[config.mk]
export PLATFORM = sky130hd
export DESIGN_NAME = cwgsd_top
export DESIGN_NICKNAME = d
export VERILOG_FILES = /design/src/hdl/cwgsd_pkg.sv /design/src/hdl/cwgsd_deadband.sv /design/src/hdl/cwgsd_level.sv /design/src/hdl/cwgsd_top.sv
export VERILOG_INCLUDE_DIRS = /design/src /design/src/hdl
export SDC_FILE = /design/constraint.sdc
export NUM_CORES = 1
export LEC_CHECK = 0
export ABC_AREA = 1
export BUFFER_PORTS_ARGS = -buffer_cell sky130_fd_sc_hd__buf_2
export CORE_MARGIN = 4
export CORE_UTILIZATION = 55
export DETAILED_ROUTE_END_ITERATION = 8
export GPL_TIMING_DRIVEN = 0
export PLACE_DENSITY = 0.82
export SLEW_MARGIN = 20
export SYNTH_ARGS = -nofsm -noshare
export SYNTH_HDL_FRONTEND = slang
export SYNTH_HIERARCHICAL = 1
export SYNTH_SLANG_ARGS = --single-unit
[constraint.sdc]
create_clock -name aclk -period 3.72 [get_ports aclk]
set_clock_uncertainty 0.05 [all_clocks]
set_input_delay 0 -clock aclk [delete_from_list [all_inputs] [get_ports aclk]]
set_output_delay 0 -clock aclk [all_outputs]
set_load 0.05 [all_outputs]
[src/hdl/cwgsd_consts.svh]
// Register offsets, field positions, reset values and encodings of the
// steering, shutdown and rising dead-band block.
// Assumes byte addressing with one aligned 32-bit word per register.
`ifndef CWGSD_CONSTS_SVH
`define CWGSD_CONSTS_SVH
`define CWGSD_OFF_STEER 8'h00
`define CWGSD_OFF_SD0 8'h04
`define CWGSD_OFF_SRC 8'h08
`define CWGSD_OFF_DBR 8'h0C
`define CWGSD_OFF_CTRL 8'h10
`define CWGSD_OFF_POL 8'h14
`define CWGSD_SD_BIT 7
`define CWGSD_REN_BIT 6
`define CWGSD_EN_BIT 7
`define CWGSD_IN_BIT 5
`define CWGSD_STEER_RST 8'h00
`define CWGSD_SD0_RST 8'h14
`define CWGSD_SRC_RST 5'h00
`define CWGSD_DBR_RST 6'h00
`define CWGSD_POL_RST 4'h0
`define CWGSD_LVL_ONE 2'h3
`define CWGSD_LVL_ZERO 2'h2
`define CWGSD_LVL_TRI 2'h1
`define CWGSD_LVL_INACT 2'h0
`define CWGSD_RESP_OKAY 2'h0
`define CWGSD_RESP_SLVERR 2'h2
`endif

[src/hdl/cwgsd_pkg.sv]
// Types shared by the steering and shutdown block.
// Assumes nothing beyond a SystemVerilog compiler.
package cwgsd_pkg;
  typedef enum logic [2:0] {
    CWGSD_ASYNC_STEER = 3'h0,
    CWGSD_SYNC_STEER = 3'h1,
    CWGSD_FWD_BRIDGE = 3'h2,
    CWGSD_REV_BRIDGE = 3'h3,
    CWGSD_HALF_BRIDGE = 3'h4,
    CWGSD_PUSH_PULL = 3'h5
  } cwgsd_mode_t;

  // Field order matches the source enable bits, bit 4 down to bit 0.
  typedef struct packed {
    logic cell4;
    logic cell2;
    logic cmp2;
    logic cmp1;
    logic pin;
  } cwgsd_src_t;
endpackage : cwgsd_pkg

[src/hdl/cwgsd_deadband.sv]
// Rising-edge dead-band delay of the data waveform.
// Assumes data_in is synchronous to aclk; with a nonzero count, falling edges pass one clock later.
`timescale 1ns/1ps
module cwgsd_deadband #(
  parameter int DB_W = 6
) (
  input logic aclk, // Generator clock
  input logic aresetn, // Synchronous reset, active low
  input logic data_in, // Data waveform
  input logic [DB_W-1:0] count, // Rising dead-band count
  output logic data_out // Delayed waveform
);
  logic [DB_W-1:0] cnt_r;
  logic out_r;

  // The counter reloads while the input is low, so a nonzero count written
  // mid-pulse applies from the next rising edge.
  always_ff @(posedge aclk) begin
    if (!aresetn) begin
      cnt_r <= '0;
      out_r <= 1'b0;
    end else if (!data_in) begin
      cnt_r <= count;
      out_r <= 1'b0;
    end else if (cnt_r != '0) begin
      cnt_r <= cnt_r - 1'b1;
    end else begin
      out_r <= 1'b1;
    end
  end

  assign data_out = (count == '0) ? data_in : out_r;
endmodule : cwgsd_deadband

[src/hdl/cwgsd_level.sv]
// Level and drive enable of one output from steering and shutdown state.
// Assumes the caller registers the result.
`timescale 1ns/1ps
`include "cwgsd_consts.svh"
module cwgsd_level (
  input logic steering, // Mode is one of the steering modes
  input logic steer_en, // Output follows the waveform
  input logic override, // Static level when not steered
  input logic invert, // Output polarity
  input logic wave, // Dead-banded data waveform
  input logic enable, // Module enable
  input logic shut, // Shutdown state in effect
  input logic [1:0] code, // Shutdown level code of this pair
  output logic level, // Pin level
  output logic oe // Pin drive enable
);
  always_comb begin
    level = 1'b0;
    oe = 1'b1;
    if (shut) begin
      unique case (code)
        `CWGSD_LVL_ONE: level = 1'b1;
        `CWGSD_LVL_ZERO: level = 1'b0;
        `CWGSD_LVL_TRI: oe = 1'b0;
        default: level = invert;
      endcase
    end else if (!enable) begin
      level = 1'b0;
    end else if (steering && !steer_en) begin
      level = override;
    end else begin
      level = wave ^ invert;
    end
  end
endmodule : cwgsd_level

[src/hdl/cwgsd_top.sv]
// Output stage of the complementary waveform generator: steering,
// auto-shutdown with restart, rising dead-band, and an AXI4-Lite slave.
// Assumes data_in and the shutdown sources are synchronous to aclk.
//
// Summary of operation
// - Steered output carries data waveform adjusted by its own polarity bit.
// - Unsteered output is driven with its static override level.
// - Steering bits act only in the two steering modes.
// - In synchronous steering the enable bits are double-buffered.
// - Shutdown bit reads one until the event is cleared; it reads zero while outputs still wait for the data edge.
// - Restart bit picks hardware restart when one, software when zero.
// - Odd-pair code: 11 high, 10 low, 01 tri-state during shutdown.
// - Even-pair code uses the same encoding for its own outputs.
// - Code 00 gives inactive level with polarity after dead-band interval.
// - Outputs stay shut after clear until next data rising edge.
// - Five source enables: cell four, cell two, cmp two, cmp one, pin.
// - Upper three bits of source enable register read zero.
// - Rising edge delayed by N+1 clocks for a nonzero count N, six-bit count.
// - Zero rising count bypasses the dead-band.
// - With restart enabled hardware clears shutdown once causes are gone.
// - Software clear of shutdown is ignored while a cause remains.
// - Mode 000 is asynchronous steering, 001 synchronous steering.
`timescale 1ns/1ps
`include "cwgsd_consts.svh"
module cwgsd_top #(
  parameter int ADDR_W = 8,
  parameter int DB_W = 6
) (
  input logic aclk, // Generator clock, 200 MHz
  input logic aresetn, // Synchronous reset, active low
  input logic [ADDR_W-1:0] s_axi_awaddr, // Write address
  input logic s_axi_awvalid, // Write address valid
  output logic s_axi_awready, // Write address ready
  input logic [31:0] s_axi_wdata, // Write data
  input logic [3:0] s_axi_wstrb, // Write byte enables
  input logic s_axi_wvalid, // Write data valid
  output logic s_axi_wready, // Write data ready
  output logic [1:0] s_axi_bresp, // Write response
  output logic s_axi_bvalid, // Write response valid
  input logic s_axi_bready, // Write response ready
  input logic [ADDR_W-1:0] s_axi_araddr, // Read address
  input logic s_axi_arvalid, // Read address valid
  output logic s_axi_arready, // Read address ready
  output logic [31:0] s_axi_rdata, // Read data
  output logic [1:0] s_axi_rresp, // Read response
  output logic s_axi_rvalid, // Read data valid
  input logic s_axi_rready, // Read data ready
  input logic data_in, // Generator data input waveform
  input cwgsd_pkg::cwgsd_src_t shutdown_src, // Shutdown source levels
  output logic [3:0] wave_out, // Output levels, out0 to out3
  output logic [3:0] wave_oe // Output drive enables, high drives
);
  localparam logic [2:0] IDX_STEER = 3'h0;
  localparam logic [2:0] IDX_SD0 = 3'h1;
  localparam logic [2:0] IDX_SRC = 3'h2;
  localparam logic [2:0] IDX_DBR = 3'h3;
  localparam logic [2:0] IDX_CTRL = 3'h4;
  localparam logic [2:0] IDX_POL = 3'h5;
  localparam logic [2:0] IDX_NONE = 3'h7;
  localparam logic [7:0] SD0_RST = `CWGSD_SD0_RST;

  function automatic logic [2:0] reg_index(input logic [ADDR_W-1:0] a);
    logic [7:0] lo;
    lo = a[7:0];
    unique case (lo)
      `CWGSD_OFF_STEER: reg_index = IDX_STEER;
      `CWGSD_OFF_SD0: reg_index = IDX_SD0;
      `CWGSD_OFF_SRC: reg_index = IDX_SRC;
      `CWGSD_OFF_DBR: reg_index = IDX_DBR;
      `CWGSD_OFF_CTRL: reg_index = IDX_CTRL;
      `CWGSD_OFF_POL: reg_index = IDX_POL;
      default: reg_index = IDX_NONE;
    endcase
  endfunction : reg_index

  logic [ADDR_W-1:0] awaddr_r;
  logic [7:0] wdata_r;
  logic wstrb0_r;
  logic wr_fire;
  logic [2:0] wr_idx;
  logic wr_ok;
  logic [2:0] rd_idx;
  logic [7:0] steer_r;
  logic [3:0] str_act_r;
  logic sd_r;
  logic ren_r;
  logic [1:0] shutdown_level_pair_odd_r;
  logic [1:0] shutdown_level_pair_even_r;
  logic [4:0] ase_r;
  logic [DB_W-1:0] dbr_r;
  logic en_r;
  cwgsd_pkg::cwgsd_mode_t mode_r;
  logic [3:0] pol_r;
  logic data_q;
  logic rise;
  logic cond;
  logic hold_r;
  logic shut;
  logic shut_q;
  logic [DB_W-1:0] sd_wait_r;
  logic start_wait;
  logic steering;
  logic db_wave;
  logic [3:0] str_eff;
  logic [3:0] lvl;
  logic [3:0] oe;

  // Write channels are taken independently; ready drops while one is held.
  always_ff @(posedge aclk) begin
    if (!aresetn) begin
      s_axi_awready <= 1'b1;
      awaddr_r <= '0;
    end else if (s_axi_awvalid && s_axi_awready) begin
      s_axi_awready <= 1'b0;
      awaddr_r <= s_axi_awaddr;
    end else if (wr_fire) begin
      s_axi_awready <= 1'b1;
    end
  end

  always_ff @(posedge aclk) begin
    if (!aresetn) begin
      s_axi_wready <= 1'b1;
      wdata_r <= 8'h00;
      wstrb0_r <= 1'b0;
    end else if (s_axi_wvalid && s_axi_wready) begin
      s_axi_wready <= 1'b0;
      wdata_r <= s_axi_wdata[7:0];
      wstrb0_r <= s_axi_wstrb[0];
    end else if (wr_fire) begin
      s_axi_wready <= 1'b1;
    end
  end

  assign wr_fire = !s_axi_awready && !s_axi_wready && !s_axi_bvalid;
  assign wr_idx = reg_index(awaddr_r);
  assign wr_ok = wr_fire && wstrb0_r;

  always_ff @(posedge aclk) begin
    if (!aresetn) begin
      s_axi_bvalid <= 1'b0;
      s_axi_bresp <= `CWGSD_RESP_OKAY;
    end else if (wr_fire) begin
      s_axi_bvalid <= 1'b1;
      s_axi_bresp <= (wr_idx == IDX_NONE) ? `CWGSD_RESP_SLVERR
                                          : `CWGSD_RESP_OKAY;
    end else if (s_axi_bready) begin
      s_axi_bvalid <= 1'b0;
    end
  end

  assign rd_idx = reg_index(s_axi_araddr);

  always_ff @(posedge aclk) begin
    if (!aresetn) begin
      s_axi_arready <= 1'b1;
      s_axi_rvalid <= 1'b0;
      s_axi_rdata <= 32'h0000_0000;
      s_axi_rresp <= `CWGSD_RESP_OKAY;
    end else if (s_axi_arvalid && s_axi_arready) begin
      s_axi_arready <= 1'b0;
      s_axi_rvalid <= 1'b1;
      s_axi_rresp <= `CWGSD_RESP_OKAY;
      s_axi_rdata <= 32'h0000_0000;
      unique case (rd_idx)
        IDX_STEER: s_axi_rdata[7:0] <= steer_r;
        IDX_SD0: s_axi_rdata[7:0] <= {sd_r, ren_r, shutdown_level_pair_odd_r, shutdown_level_pair_even_r, 2'h0};
        IDX_SRC: s_axi_rdata[7:0] <= {3'h0, ase_r};
        IDX_DBR: s_axi_rdata[DB_W-1:0] <= dbr_r;
        IDX_CTRL: s_axi_rdata[7:0] <= {en_r, 4'h0, mode_r};
        IDX_POL: s_axi_rdata[7:0] <= {2'h0, data_in, 1'b0, pol_r};
        default: s_axi_rresp <= `CWGSD_RESP_SLVERR;
      endcase
    end else if (s_axi_rvalid && s_axi_rready) begin
      s_axi_rvalid <= 1'b0;
      s_axi_arready <= 1'b1;
    end
  end

  always_ff @(posedge aclk) begin
    if (!aresetn) begin
      steer_r <= `CWGSD_STEER_RST;
    end else if (wr_ok && wr_idx == IDX_STEER) begin
      steer_r <= wdata_r;
    end
  end

  always_ff @(posedge aclk) begin
    if (!aresetn) begin
      ren_r <= SD0_RST[`CWGSD_REN_BIT];
      shutdown_level_pair_odd_r <= SD0_RST[5:4];
      shutdown_level_pair_even_r <= SD0_RST[3:2];
      ase_r <= `CWGSD_SRC_RST;
      dbr_r <= `CWGSD_DBR_RST;
      en_r <= 1'b0;
      mode_r <= cwgsd_pkg::CWGSD_ASYNC_STEER;
      pol_r <= `CWGSD_POL_RST;
    end else if (wr_ok) begin
      unique case (wr_idx)
        IDX_SD0: begin
          ren_r <= wdata_r[`CWGSD_REN_BIT];
          shutdown_level_pair_odd_r <= wdata_r[5:4];
          shutdown_level_pair_even_r <= wdata_r[3:2];
        end
        IDX_SRC: ase_r <= wdata_r[4:0];
        IDX_DBR: dbr_r <= wdata_r[DB_W-1:0];
        IDX_CTRL: begin
          en_r <= wdata_r[`CWGSD_EN_BIT];
          mode_r <= cwgsd_pkg::cwgsd_mode_t'(wdata_r[2:0]);
        end
        IDX_POL: pol_r <= wdata_r[3:0];
        default: ;
      endcase
    end
  end

  assign rise = data_in && !data_q;
  assign cond = |(shutdown_src & ase_r);
  assign steering = (mode_r == cwgsd_pkg::CWGSD_ASYNC_STEER) ||
                    (mode_r == cwgsd_pkg::CWGSD_SYNC_STEER);

  always_ff @(posedge aclk) begin
    if (!aresetn) begin
      data_q <= 1'b0;
    end else begin
      data_q <= data_in;
    end
  end

  // Active enables follow the written value in asynchronous steering and
  // only on a data rising edge otherwise, so a mode switch starts clean.
  always_ff @(posedge aclk) begin
    if (!aresetn) begin
      str_act_r <= 4'h0;
    end else if (mode_r == cwgsd_pkg::CWGSD_ASYNC_STEER || rise) begin
      str_act_r <= steer_r[3:0];
    end
  end

  assign str_eff = (mode_r == cwgsd_pkg::CWGSD_SYNC_STEER) ? str_act_r
                                                           : steer_r[3:0];

  // A source event outranks a software clear in the same cycle.
  always_ff @(posedge aclk) begin
    if (!aresetn) begin
      sd_r <= 1'b0;
    end else if (cond) begin
      sd_r <= 1'b1;
    end else if (wr_ok && wr_idx == IDX_SD0) begin
      sd_r <= wdata_r[`CWGSD_SD_BIT];
    end else if (ren_r) begin
      sd_r <= 1'b0;
    end
  end

  always_ff @(posedge aclk) begin
    if (!aresetn) begin
      hold_r <= 1'b0;
    end else if (sd_r) begin
      hold_r <= 1'b1;
    end else if (rise) begin
      hold_r <= 1'b0;
    end
  end

  assign shut = sd_r || hold_r;
  // The freeze starts in the entry cycle, before the wait count is loaded.
  assign start_wait = shut && !shut_q && dbr_r != '0;

  // Code 00 outputs keep their last level for the rising dead-band
  // interval after shutdown starts, so the switch pair never overlaps.
  always_ff @(posedge aclk) begin
    if (!aresetn) begin
      shut_q <= 1'b0;
      sd_wait_r <= '0;
    end else begin
      shut_q <= shut;
      if (shut && !shut_q) begin
        sd_wait_r <= dbr_r;
      end else if (sd_wait_r != '0) begin
        sd_wait_r <= sd_wait_r - 1'b1;
      end
    end
  end

  cwgsd_deadband #(
    .DB_W(DB_W)
  ) u_deadband (
    .aclk(aclk),
    .aresetn(aresetn),
    .data_in(data_in),
    .count(dbr_r),
    .data_out(db_wave)
  );

  for (genvar i = 0; i < 4; i++) begin : g_out
    logic [1:0] code;
    logic wait_here;
    assign code = (i % 2 == 1) ? shutdown_level_pair_odd_r : shutdown_level_pair_even_r;
    assign wait_here = shut && code == `CWGSD_LVL_INACT &&
                       (start_wait || sd_wait_r != '0);

    cwgsd_level u_level (
      .steering(steering),
      .steer_en(str_eff[i]),
      .override(steer_r[4+i]),
      .invert(pol_r[i]),
      .wave(db_wave),
      .enable(en_r),
      .shut(shut),
      .code(code),
      .level(lvl[i]),
      .oe(oe[i])
    );

    always_ff @(posedge aclk) begin
      if (!aresetn) begin
        wave_out[i] <= 1'b0;
        wave_oe[i] <= 1'b1;
      end else if (!wait_here) begin
        wave_out[i] <= lvl[i];
        wave_oe[i] <= oe[i];
      end
    end
  end
endmodule : cwgsd_top

==> results by group, run 1 <==
Floorplan
  – Die Ht: 101.3 µm
  – IO Pins: 114
  – Area of the core: 8341 µm²
  – Row cnt: 33
  – DIE AREA: 10260 µm²
  – Starting utilization of the core area: 57.37%
  – Die width: 101.3 µm

Worst setup path
  – Crit Path Category: reg2reg
  – Startpoint type of the worst setup path: flip-flop
  – Critical Path Max Stage Delay: 0.58 ns
  – Worst Path Required: 3.93 ns
  – CP Capture Type: flip-flop
  – Worst R2R Setup Slack: 1.46 ns
  – Crit path DAT: 2.47 ns
  – Maximum fanout along the worst path: 7
  – Slowest stage cell, crit path: dlygate4sd3_1
  – CP Cell Sequence: nor2_1 -> inv_1 -> nor2_2 -> inv_1 -> nor3_4 -> nand2_4 -> nor2_2 -> nor2_1 -> nand2_1 -> a41oi_1 -> dlygate4sd3_1

Flow run
  – Max Cap Viol: 0

Final layout
  – Layout cell share with drive strength beyond 1: 17.02%
  – Register area: 1862 µm²
  – Multi-input combinational cell area: 2366 µm²
  – Layout Nets: 876
  – # fillers: 721
  – Antenna Cells: 0
  – Synthesis-to-layout area growth: 21.05%

Power
  – Net switching power: 750.9 µW
  – Logic pwr share: 21.9%
  – Pwr/cell area: 415.3 nW/µm²
  – Internal Power: 1.654 mW
  – Static Leakage: 2.781 nW
  – Total power: 2.405 mW
  – Clock power frac: 32.3%
  – Worst VDD drop: 0.0002512 V
  – Net Sw Frac: 31.22%
  – Seq pwr share: 45.9%

Status
  – Run status: finished, final reports clean

Yosys
  – Main synth FF type: dfxtp_1
  – Post-synthesis cell type count: 46
  – Cells after Synth: 685
  – Syn avg cell area: 6.985 µm²
  – Area contributors post-synth: dfxtp_1 (39%), nand2_1 (10%), inv_1 (7.8%), a21oi_1 (6.5%), o21ai_0 (6.5%)
  – Post-synthesis sequential area ratio: 38.91%
  – FFs w/ async S/R, synth: 0%
  – Count leader, synth: nand2_1
  – EDFF count, synth: 0
  – Biggest area consumer among synthesized cells: dfxtp_1
  – Most frequent cells after synthesis: nand2_1 (127), inv_1 (99), dfxtp_1 (93)
  – Seq cells post-synth: 93
  – YS warnings: 6
  – Cell Area, Synth: 4785 µm²
  – Synth top area share: 38.91%

Clocking
  – Post-CTS Setup Bufs: 0
  – CTS sink count: 93
  – TritonCTS Buffers: 9
  – Clk slew on worst S/H paths: 0.10 ns
  – Cts hold-fix bufs: 25
  – Max Root-Sink Buffers: 2
  – TritonCTS clock tree: yes
  – Worst-Skew Late Latency: 0.36 ns
  – H-tree levels: 3
  – Post-CTS resize count: 0
  – Root buffer cell: clkbuf_8

Placement
  – DP Wirelength: 9.093 mm
  – GP Congestion: 0.9330
  – IO Port Bufs: 60
  – Pre-CTS WS: 1.679 ns

GRT
  – Global-route wire length before repair: 20.18 mm
  – Initial antenna violation count: 0
  – Vias in the first global route: 4256
  – Pin count of the biggest net entering global routing: 17
  – Overall Global Routing Usage: 24.67%
  – Total gr overflow: 0

STA
  – Setup violators final: 0
  – Slew at the pin closest to its max-slew limit: 0.9348 ns
  – Final Max Tran Viols: 0
  – Final Hold Viols: 0
  – Setup WS post-layout: 1.462 ns
  – RSZ-0062 raised after global routing: no
  – Rel. slew slack: 37.02%
  – Setup TNS: 0 ns
  – Fmax: 442.8 MHz
  – Tcrit/Tclk final: 60.71%
  – Hold Slack: 0.04711 ns
  – Minimum clock period: 2.258 ns

Route
  – DR pass1 iterations: 7
  – Post-Route WL: 12.23 mm
  – DR iter-0 viols: 237
  – # DRC: 0
  – Via count: 4729
  – Vias per cell: 5.163
  – Routed Antenna Nets: 0
  – WL per Instance: 13.35 µm

Hold path
  – Worst Hold Class: in2reg
[layer usage]
| layer | wire (µm) | GRT usage, % | part of all wire (%) |
|---|---|---|---|
| met5 | 0 | 0 | 0 |
| met4 | 197 | 9.100 | 1.6 |
| met3 | 1052 | 4.477 | 8.6 |
| met2 | 5801 | 41.55 | 47 |
| met1 | 5181 | 31.56 | 42 |
[kinds of logic (layout without fill, tap and decap cells)]
logic type	after synthesis	in the layout	share of synthesized area [%]
xor+xnor	5	5	0.9154
simple gates	284	284	27.28
mux	2	2	0.4707
compound gates	150	150	17.44
buf+inv	145	246	13.60
fa+ha+maj	5	5	1.308
flops	93	93	38.91
other cells	1	26	0.07838
[final timing paths]
kind,startpoint,endpoint,depth (start not counted)
hold reg to reg,wave_oe[0],wave_oe[0],2
setup reg to reg,awaddr_r[7],sd_r,11
hold / removal,s_axi_arvalid,s_axi_rresp[1],4
setup / recovery,awaddr_r[7],sd_r,11
[sequential cells by signal (all words and copies together) (netlist names), 5 cells and up]
| register | count |
|---|---|
| awaddr_r | 8 |
| u_deadband/cnt_r | 6 |
| s_axi_rdata | 8 |
| dbr_r | 6 |
| sd_wait_r | 6 |
| wdata_r | 8 |
| ase_r | 5 |
| steer_r | 8 |
[layout by cell type (no fill, tap or decap), drive strengths merged, types with 3 or more instances in the layout]
cell type | netlist | routed
nand2 | 132 | 132
inv | 104 | 106
dfxtp | 93 | 93
nor2 | 91 | 91
buf | 28 | 88
o21ai | 66 | 66
a21oi | 62 | 62
nand3 | 37 | 37
conb | 1 | 26
dlygate4sd3 | 0 | 25
clkbuf | 10 | 20
nand4 | 11 | 11
nor3 | 11 | 11
o211ai | 5 | 5
ha | 5 | 5
o21bai | 4 | 4
clkinv | 3 | 4
a211oi | 3 | 3
xnor2 | 3 | 3
[critical path, delay by kind of cell, from the launching register on]
family / cells / cell delay (ns)
AND/OR/NAND/NOR: 7 / 0.96
buffers and inverters: 3 / 0.71
flip-flops: 1 / 0.32
AO/OA/AOI/OAI: 1 / 0.09
[power by group through the flow]
| stage | clock, mW | combinational [mW] | sequential [mW] |
|---|---|---|---|
| final | 0.776 | 0.526 | 1.10 |
| after floorplan | 0 | 0.382 | 1.14 |
| after global routing | 0.833 | 0.584 | 1.11 |
| after CTS | 0.786 | 0.521 | 1.10 |
| after detailed placement | 0 | 0.500 | 1.12 |
| after global placement | 0 | 0.482 | 1.12 |
[layout make-up]
class                   count  share of cell area [%]
well taps                 105                   2.268
clock inverters             6                   1.620
inverters                 107                   6.956
repair buffers             85                   9.505
multi-input cells         472                   40.85
plain buffers              38                   4.277
clock buffers              10                   2.376
flip-flops and latches     93                   32.15
[metrics by stage]
stage               utilization [%]  instances  instance area [µm²]
finish                        69.44        916                 5792
global route                  69.44        916                 5792
CTS                           69.44        916                 5792
detailed placement            63.67        875                 5310
global placement              63.67        875                 5310
floorplan                         -        710                 4878
(Power assumes the default switching activity.)
==> run 2: changes to the inputs <==
Settings changed: CORE_UTILIZATION 55 to 54, PLACE_DENSITY 0.82 to 0.8.
Clock period 3.72 ns to 2.2 ns, I/O delays scaled along.
==> results by group, run 2 (same netlist as run 1, synthesis figures left out) <==
Status
  – Run status: finished, final reports clean

Clocking
  – H-tree levels: 3
  – Root buffer cell: clkbuf_8
  – Clk slew on worst S/H paths: 0.10 ns
  – Worst-Skew Late Latency: 0.37 ns
  – Max Root-Sink Buffers: 2
  – TritonCTS Buffers: 9
  – CTS sink count: 93
  – TritonCTS clock tree: yes

GRT
  – Overall Global Routing Usage: 24.96%
  – Vias in the first global route: 4319
  – Global-route wire length before repair: 20.26 mm
  – Total gr overflow: 0
  – Pin count of the biggest net entering global routing: 16
  – Initial antenna violation count: 0

STA
  – Final Max Tran Viols: 0
  – RSZ-0062 raised after global routing: no
  – Minimum clock period: 1.927 ns
  – Fmax: 519.0 MHz
  – Slew at the pin closest to its max-slew limit: 0.5852 ns
  – Setup TNS: 0 ns
  – Tcrit/Tclk final: 87.59%
  – Rel. slew slack: 60.99%
  – Setup violators final: 0
  – Final Hold Viols: 0

Worst setup path
  – FF-to-FF End: wave_out[0]
  – Maximum fanout along the worst path: 10
  – Register-to-Register Path Depth: 11
  – Reg2reg start: mode_r[1]
  – CP Capture Type: flip-flop
  – Worst Path Required: 2.41 ns
  – Startpoint type of the worst setup path: flip-flop
  – Crit Path Category: reg2reg
  – Worst R2R Setup Slack: 0.27 ns
  – Crit path DAT: 2.14 ns

Floorplan
  – IO Pins: 114
  – Row cnt: 34
  – Starting utilization of the core area: 55.13%
  – Area of the core: 8678 µm²
  – Die Ht: 102.1 µm
  – DIE AREA: 10430 µm²
  – Die width: 102.1 µm

Final layout
  – Register area: 1862 µm²
  – Antenna Cells: 0
  – Synthesis-to-layout area growth: 21.16%
  – Post-route cell area: 5797 µm²
  – # fillers: 783
  – Multi-input combinational cell area: 2369 µm²
  – Commonest non-fill, non-tap cell in the layout: nand2_1
  – Layout cell share with drive strength beyond 1: 17.10%
  – Layout Nets: 878
  – Most frequent cells in the layout: nand2_1 (127), inv_1 (99), dfxtp_1 (93), nor2_1 (80), a21oi_1 (62)

Placement
  – GP Congestion: 0.9104
  – DP Wirelength: 9.376 mm
  – IO Port Bufs: 60
  – Placement-stage cell area: 5314 µm²

Route
  – Vias per cell: 5.114
  – Via count: 4710
  – WL per Instance: 13.77 µm
  – DR pass1 iterations: 5
  – Post-Route WL: 12.69 mm
  – # DRC: 0
  – DR iter-0 viols: 340
  – Routed Antenna Nets: 0

Flow run
  – Max Cap Viol: 0

Hold path
  – Min-delay src: s_axi_arvalid
  – Worst Hold Class: in2reg
  – Hold depth: 4
  – Worst Hold End: s_axi_rresp[1]

Power
  – Pwr/cell area: 685.1 nW/µm²
  – Static Leakage: 2.771 nW
  – Worst VDD drop: 0.0004117 V
[run 2: cell count changes in the layout (fill, tap and decap cells not counted)]
cell and change:
dlygate4sd3_1 +2, inv_6 -2, bufinv_16 -1, clkbuf_8 +1, clkinv_2 +1, clkinvlp_4 +1, nor2_1 -1, nor2_2 +1
o21ai_0 -1, o21ai_1 +1
[run 2: worst max-delay path: stages (launching register included)]
cell and delay, ns:
dfxtp_1 0.33, nor2_2 0.32, nand2_1 0.23, mux2_2 0.32
inv_1 0.08, nand3_1 0.08, nand2_1 0.10, inv_1 0.05
nand2_1 0.06, nand2_1 0.05, nor2_1 0.10, nor2_1 0.05
[run 2: how the worst max path moves through the flow]
stage	startpoint	to	slack [ns]
floorplan	mode_r[1]	wave_out[0]	0.45
global placement	mode_r[1]	wave_out[0]	0.16
detailed placement	s_axi_araddr[1]	s_axi_rdata[2]	0.09
CTS	mode_r[1]	wave_out[0]	0.07
global route	mode_r[1]	wave_out[0]	0.04
finish	mode_r[1]	wave_out[0]	0.27
[run 2: metrics by stage]
| step | util (%) | hold slack, ns | std cells | power, mW | worst slack [ns] |
|---|---|---|---|---|---|
| global placement | 61.23 | 0.1521 | 878 | 2.716 | 0.1561 |
| global route | 66.80 | 0.07494 | 921 | 4.163 | 0.03564 |
| floorplan | - | 0.04345 | 710 | 2.567 | 0.4471 |
| finish | 66.80 | 0.03784 | 921 | 3.971 | 0.2731 |
| detailed placement | 61.23 | 0.1634 | 878 | 2.761 | 0.08517 |
| CTS | 66.77 | 0.02625 | 921 | 3.965 | 0.07026 |
[run 2: routing by layer]
| metal | up-vias | track usage [%] | routed length [µm] |
|---|---|---|---|
| met5 | - | 0 | 0 |
| met4 | 0 | 9.284 | 346 |
| met3 | 26 | 3.959 | 907 |
| met2 | 189 | 43.28 | 6049 |
| met1 | 2093 | 31.28 | 5382 |
| li1 | 2402 | - | - |
[run 2: layout make-up]
cell class / count / share of cell area (%)
multi-input cells: 472 / 40.86
flip-flops and latches: 93 / 32.12
repair buffers: 87 / 9.842
inverters: 107 / 6.950
plain buffers: 38 / 4.274
clock buffers: 11 / 2.612
well taps: 108 / 2.331
clock inverters: 5 / 1.014
[run 2: what timing repair did]
action                                  CTS  global route
resized for setup                         0             2
endpoints found under the setup margin    0             4
hold buffers                             27             0
buffers inserted                          0             0
hold endpoints to repair                 31             0
[run 2: power by group]
part / switching (mW) / internal [mW] / total (mW)
Combinational: 0.584 / 0.328 / 0.912
Sequential: 0.0742 / 1.79 / 1.87
Clock: 0.606 / 0.587 / 1.19
==> run 3: changes to the inputs <==
Settings changed: ABC_AREA 1 to default, CORE_MARGIN 4 to 2.
==> results by group, run 3 <==
Power
  – Internal Power: 2.890 mW
  – Pwr/cell area: 720.1 nW/µm²
  – Worst VDD drop: 0.0003812 V
  – Net switching power: 1.418 mW
  – Static Leakage: 2.506 nW
  – Logic pwr share: 27.8%
  – Clock power frac: 27.7%
  – Seq pwr share: 44.6%
  – Net Sw Frac: 32.92%

Hold path
  – Hold depth: 3
  – Min-delay src: s_axi_awvalid
  – Worst Hold Class: in2reg
  – Worst Hold End: awaddr_r[1]

GRT
  – Overall Global Routing Usage: 25.42%
  – Global-route wire length before repair: 19.80 mm
  – Vias in the first global route: 4154
  – Total gr overflow: 0
  – Initial antenna violation count: 0
  – Pin count of the biggest net entering global routing: 17

Floorplan
  – Row cnt: 34
  – Die width: 97.91 µm
  – DIE AREA: 9585 µm²
  – Starting utilization of the core area: 55.14%
  – Die Ht: 97.91 µm
  – Area of the core: 8636 µm²
  – IO Pins: 114

Worst setup path
  – Worst Path Required: 2.40 ns
  – Crit path DAT: 2.52 ns
  – Critical Path Max Stage Delay: 0.55 ns
  – Maximum fanout along the worst path: 4
  – Startpoint type of the worst setup path: flip-flop
  – Crit Path Category: reg2reg
  – CP Cell Sequence: or4_4 -> nor3_4 -> mux2_4 -> xor2_1 -> mux2i_1 -> o22ai_1 -> nand3_1 -> o21ai_1
  – Register-to-Register Path Depth: 8
  – CP Capture Type: flip-flop
  – FF-to-FF End: wave_out[0]
  – Reg2reg start: dbr_r[1]
  – Slowest stage cell, crit path: or4_4
  – Worst R2R Setup Slack: -0.12 ns

Yosys
  – Cell Area, Synth: 4762 µm²
  – Post-synthesis cell type count: 64
  – Count leader, synth: dfxtp_1
  – YS warnings: 6
  – Post-synthesis sequential area ratio: 39.10%
  – Biggest area consumer among synthesized cells: dfxtp_1
  – Main synth FF type: dfxtp_1
  – FFs w/ async S/R, synth: 0%
  – EDFF count, synth: 0
  – Most frequent cells after synthesis: dfxtp_1 (93), nand2_1 (56), nand3_1 (46)
  – Synth top area share: 39.10%
  – Cells after Synth: 534
  – Syn avg cell area: 8.918 µm²
  – Seq cells post-synth: 93
  – Area contributors post-synth: dfxtp_1 (39%), mux2i_1 (6.9%), nand3_1 (4.8%), nand2_1 (4.4%), buf_4 (4.1%)

Route
  – Via count: 4366
  – # DRC: 0
  – Vias per cell: 5.605
  – Routed Antenna Nets: 0
  – DR pass1 iterations: 5
  – WL per Instance: 15.81 µm
  – Post-Route WL: 12.32 mm
  – DR iter-0 viols: 321

STA
  – Hold Slack: 0.02266 ns
  – Fmax: 430.5 MHz
  – Final Max Tran Viols: 0
  – Minimum clock period: 2.323 ns
  – Final Hold Viols: 0
  – RSZ-0062 raised after global routing: yes
  – Slew at the pin closest to its max-slew limit: 0.6347 ns
  – Rel. slew slack: 57.30%
  – Tcrit/Tclk final: 105.6%
  – Setup TNS: -0.2103 ns
  – Setup violators final: 5
  – Setup WS post-layout: -0.1230 ns

Clocking
  – CTS sink count: 93
  – H-tree levels: 3
  – Max Root-Sink Buffers: 2
  – TritonCTS clock tree: yes
  – Clk slew on worst S/H paths: 0.10 ns
  – Root buffer cell: clkbuf_8
  – TritonCTS Buffers: 9
  – Worst-Skew Late Latency: 0.36 ns

Final layout
  – Post-route cell area: 5983 µm²
  – Layout Nets: 736
  – Antenna Cells: 0
  – Synthesis-to-layout area growth: 25.64%
  – # fillers: 672
  – Commonest non-fill, non-tap cell in the layout: dfxtp_1
  – Layout cell share with drive strength beyond 1: 24.29%
  – Most frequent cells in the layout: dfxtp_1 (88), buf_2 (58), nand2_1 (56), nand3_1 (46), buf_4 (42)

Status
  – Run status: finished, violations left
  – Failing checks: negative setup slack

Placement
  – IO Port Bufs: 59
  – Placement-stage cell area: 5348 µm²
  – GP Congestion: 0.8758
  – DP Wirelength: 8.684 mm

Flow run
  – Max Cap Viol: 0
-- run 3: cell count changes in the layout (fill, tap and decap cells not counted), moves of 10 or more --
cell,change
nand3_1,+11
inv_1,-87
nand2_1,-71
a21boi_0,+22
a21oi_1,-53
mux2i_1,+33
clkbuf_1,+10
o21ai_0,-39
buf_4,+16
nand2b_1,+15
nor2_1,-65
nor2b_1,+25
-- run 3: final cells by class --
class                           instances  area, µm²  area share (%)
Timing Repair Buffer                  100      688.2           11.50
Buffer                                 49      290.3           4.852
Clock buffer                           10      137.6           2.300
Clock inverter                          6      70.07           1.171
Tap cell                              108      135.1           2.258
Sequential cell                        93       1878           31.39
Multi-Input combinational cell        401       2739           45.78
Inverter                               12      45.04          0.7528
-- run 3: repair_timing --
action | 4_1_cts | 5_1_grt
buffers inserted | 5 | 12
hold buffers | 24 | 0
pin swaps | 6 | 11
endpoints found under the hold margin | 28 | 0
endpoints found under the setup margin | 27 | 34
gates resized for setup | 7 | 13
-- run 3: worst max-delay path by stage --
stage	startpoint	endpoint	slack [ns]	cells after the start
final	dbr_r[1]	wave_out[0]	-0.12	8
after global routing	dbr_r[1]	wave_out[0]	-0.19	8
after CTS	dbr_r[1]	wave_out[0]	-0.08	8
after detailed placement	s_axi_araddr[0]	s_axi_rdata[2]	-0.55	10
after global placement	s_axi_araddr[0]	s_axi_rdata[3]	-0.51	10
after floorplan	s_axi_araddr[0]	s_axi_rdata[2]	-0.26	9
-- run 3: metrics by stage --
stage | std cells | utilization (%) | setup WS (ns) | power [mW]
floorplan | 559 | - | -0.2602 | 2.874
global route | 779 | 69.28 | -0.1916 | 4.528
global placement | 726 | 61.92 | -0.5058 | 3.065
CTS | 769 | 67.68 | -0.08012 | 4.310
detailed placement | 726 | 61.92 | -0.5451 | 3.109
finish | 779 | 69.28 | -0.1230 | 4.309
-- run 3: power groups by stage --
stage	combinational [mW]	clock, mW	sequential [mW]
after floorplan	0.896	0	1.98
after global placement	1.11	0	1.95
after detailed placement	1.15	0	1.96
after CTS	1.19	1.20	1.92
after global routing	1.33	1.27	1.94
final	1.20	1.19	1.92
-- run 3: logic make-up after synthesis --
family / count (synthesis) / synth area share, %
buf+inv: 65 / 7.541
compound gates: 104 / 15.32
other cells: 1 / 0.07875
fa+ha+maj: 5 / 1.314
mux: 46 / 10.25
simple gates: 211 / 24.75
xor+xnor: 9 / 1.655
flops: 93 / 39.10
-- run 3: routing by layer --
| metal | GRT usage [%] | vias up | wire [µm] |
|---|---|---|---|
| met5 | 0 | - | 0 |
| met4 | 10.68 | 0 | 353 |
| met3 | 3.078 | 30 | 655 |
| met2 | 43.41 | 150 | 6001 |
| met1 | 32.54 | 2070 | 5306 |
| li1 | - | 2116 | - |
-- run 3: critical path: cells and delay by family, from the launching register on --
family           cells  cell delay (ns)
flip-flops           1             0.37
multiplexers         2             0.62
AND/OR/NAND/NOR      3             0.81
XOR/XNOR             1             0.15
AO/OA/AOI/OAI        2             0.21
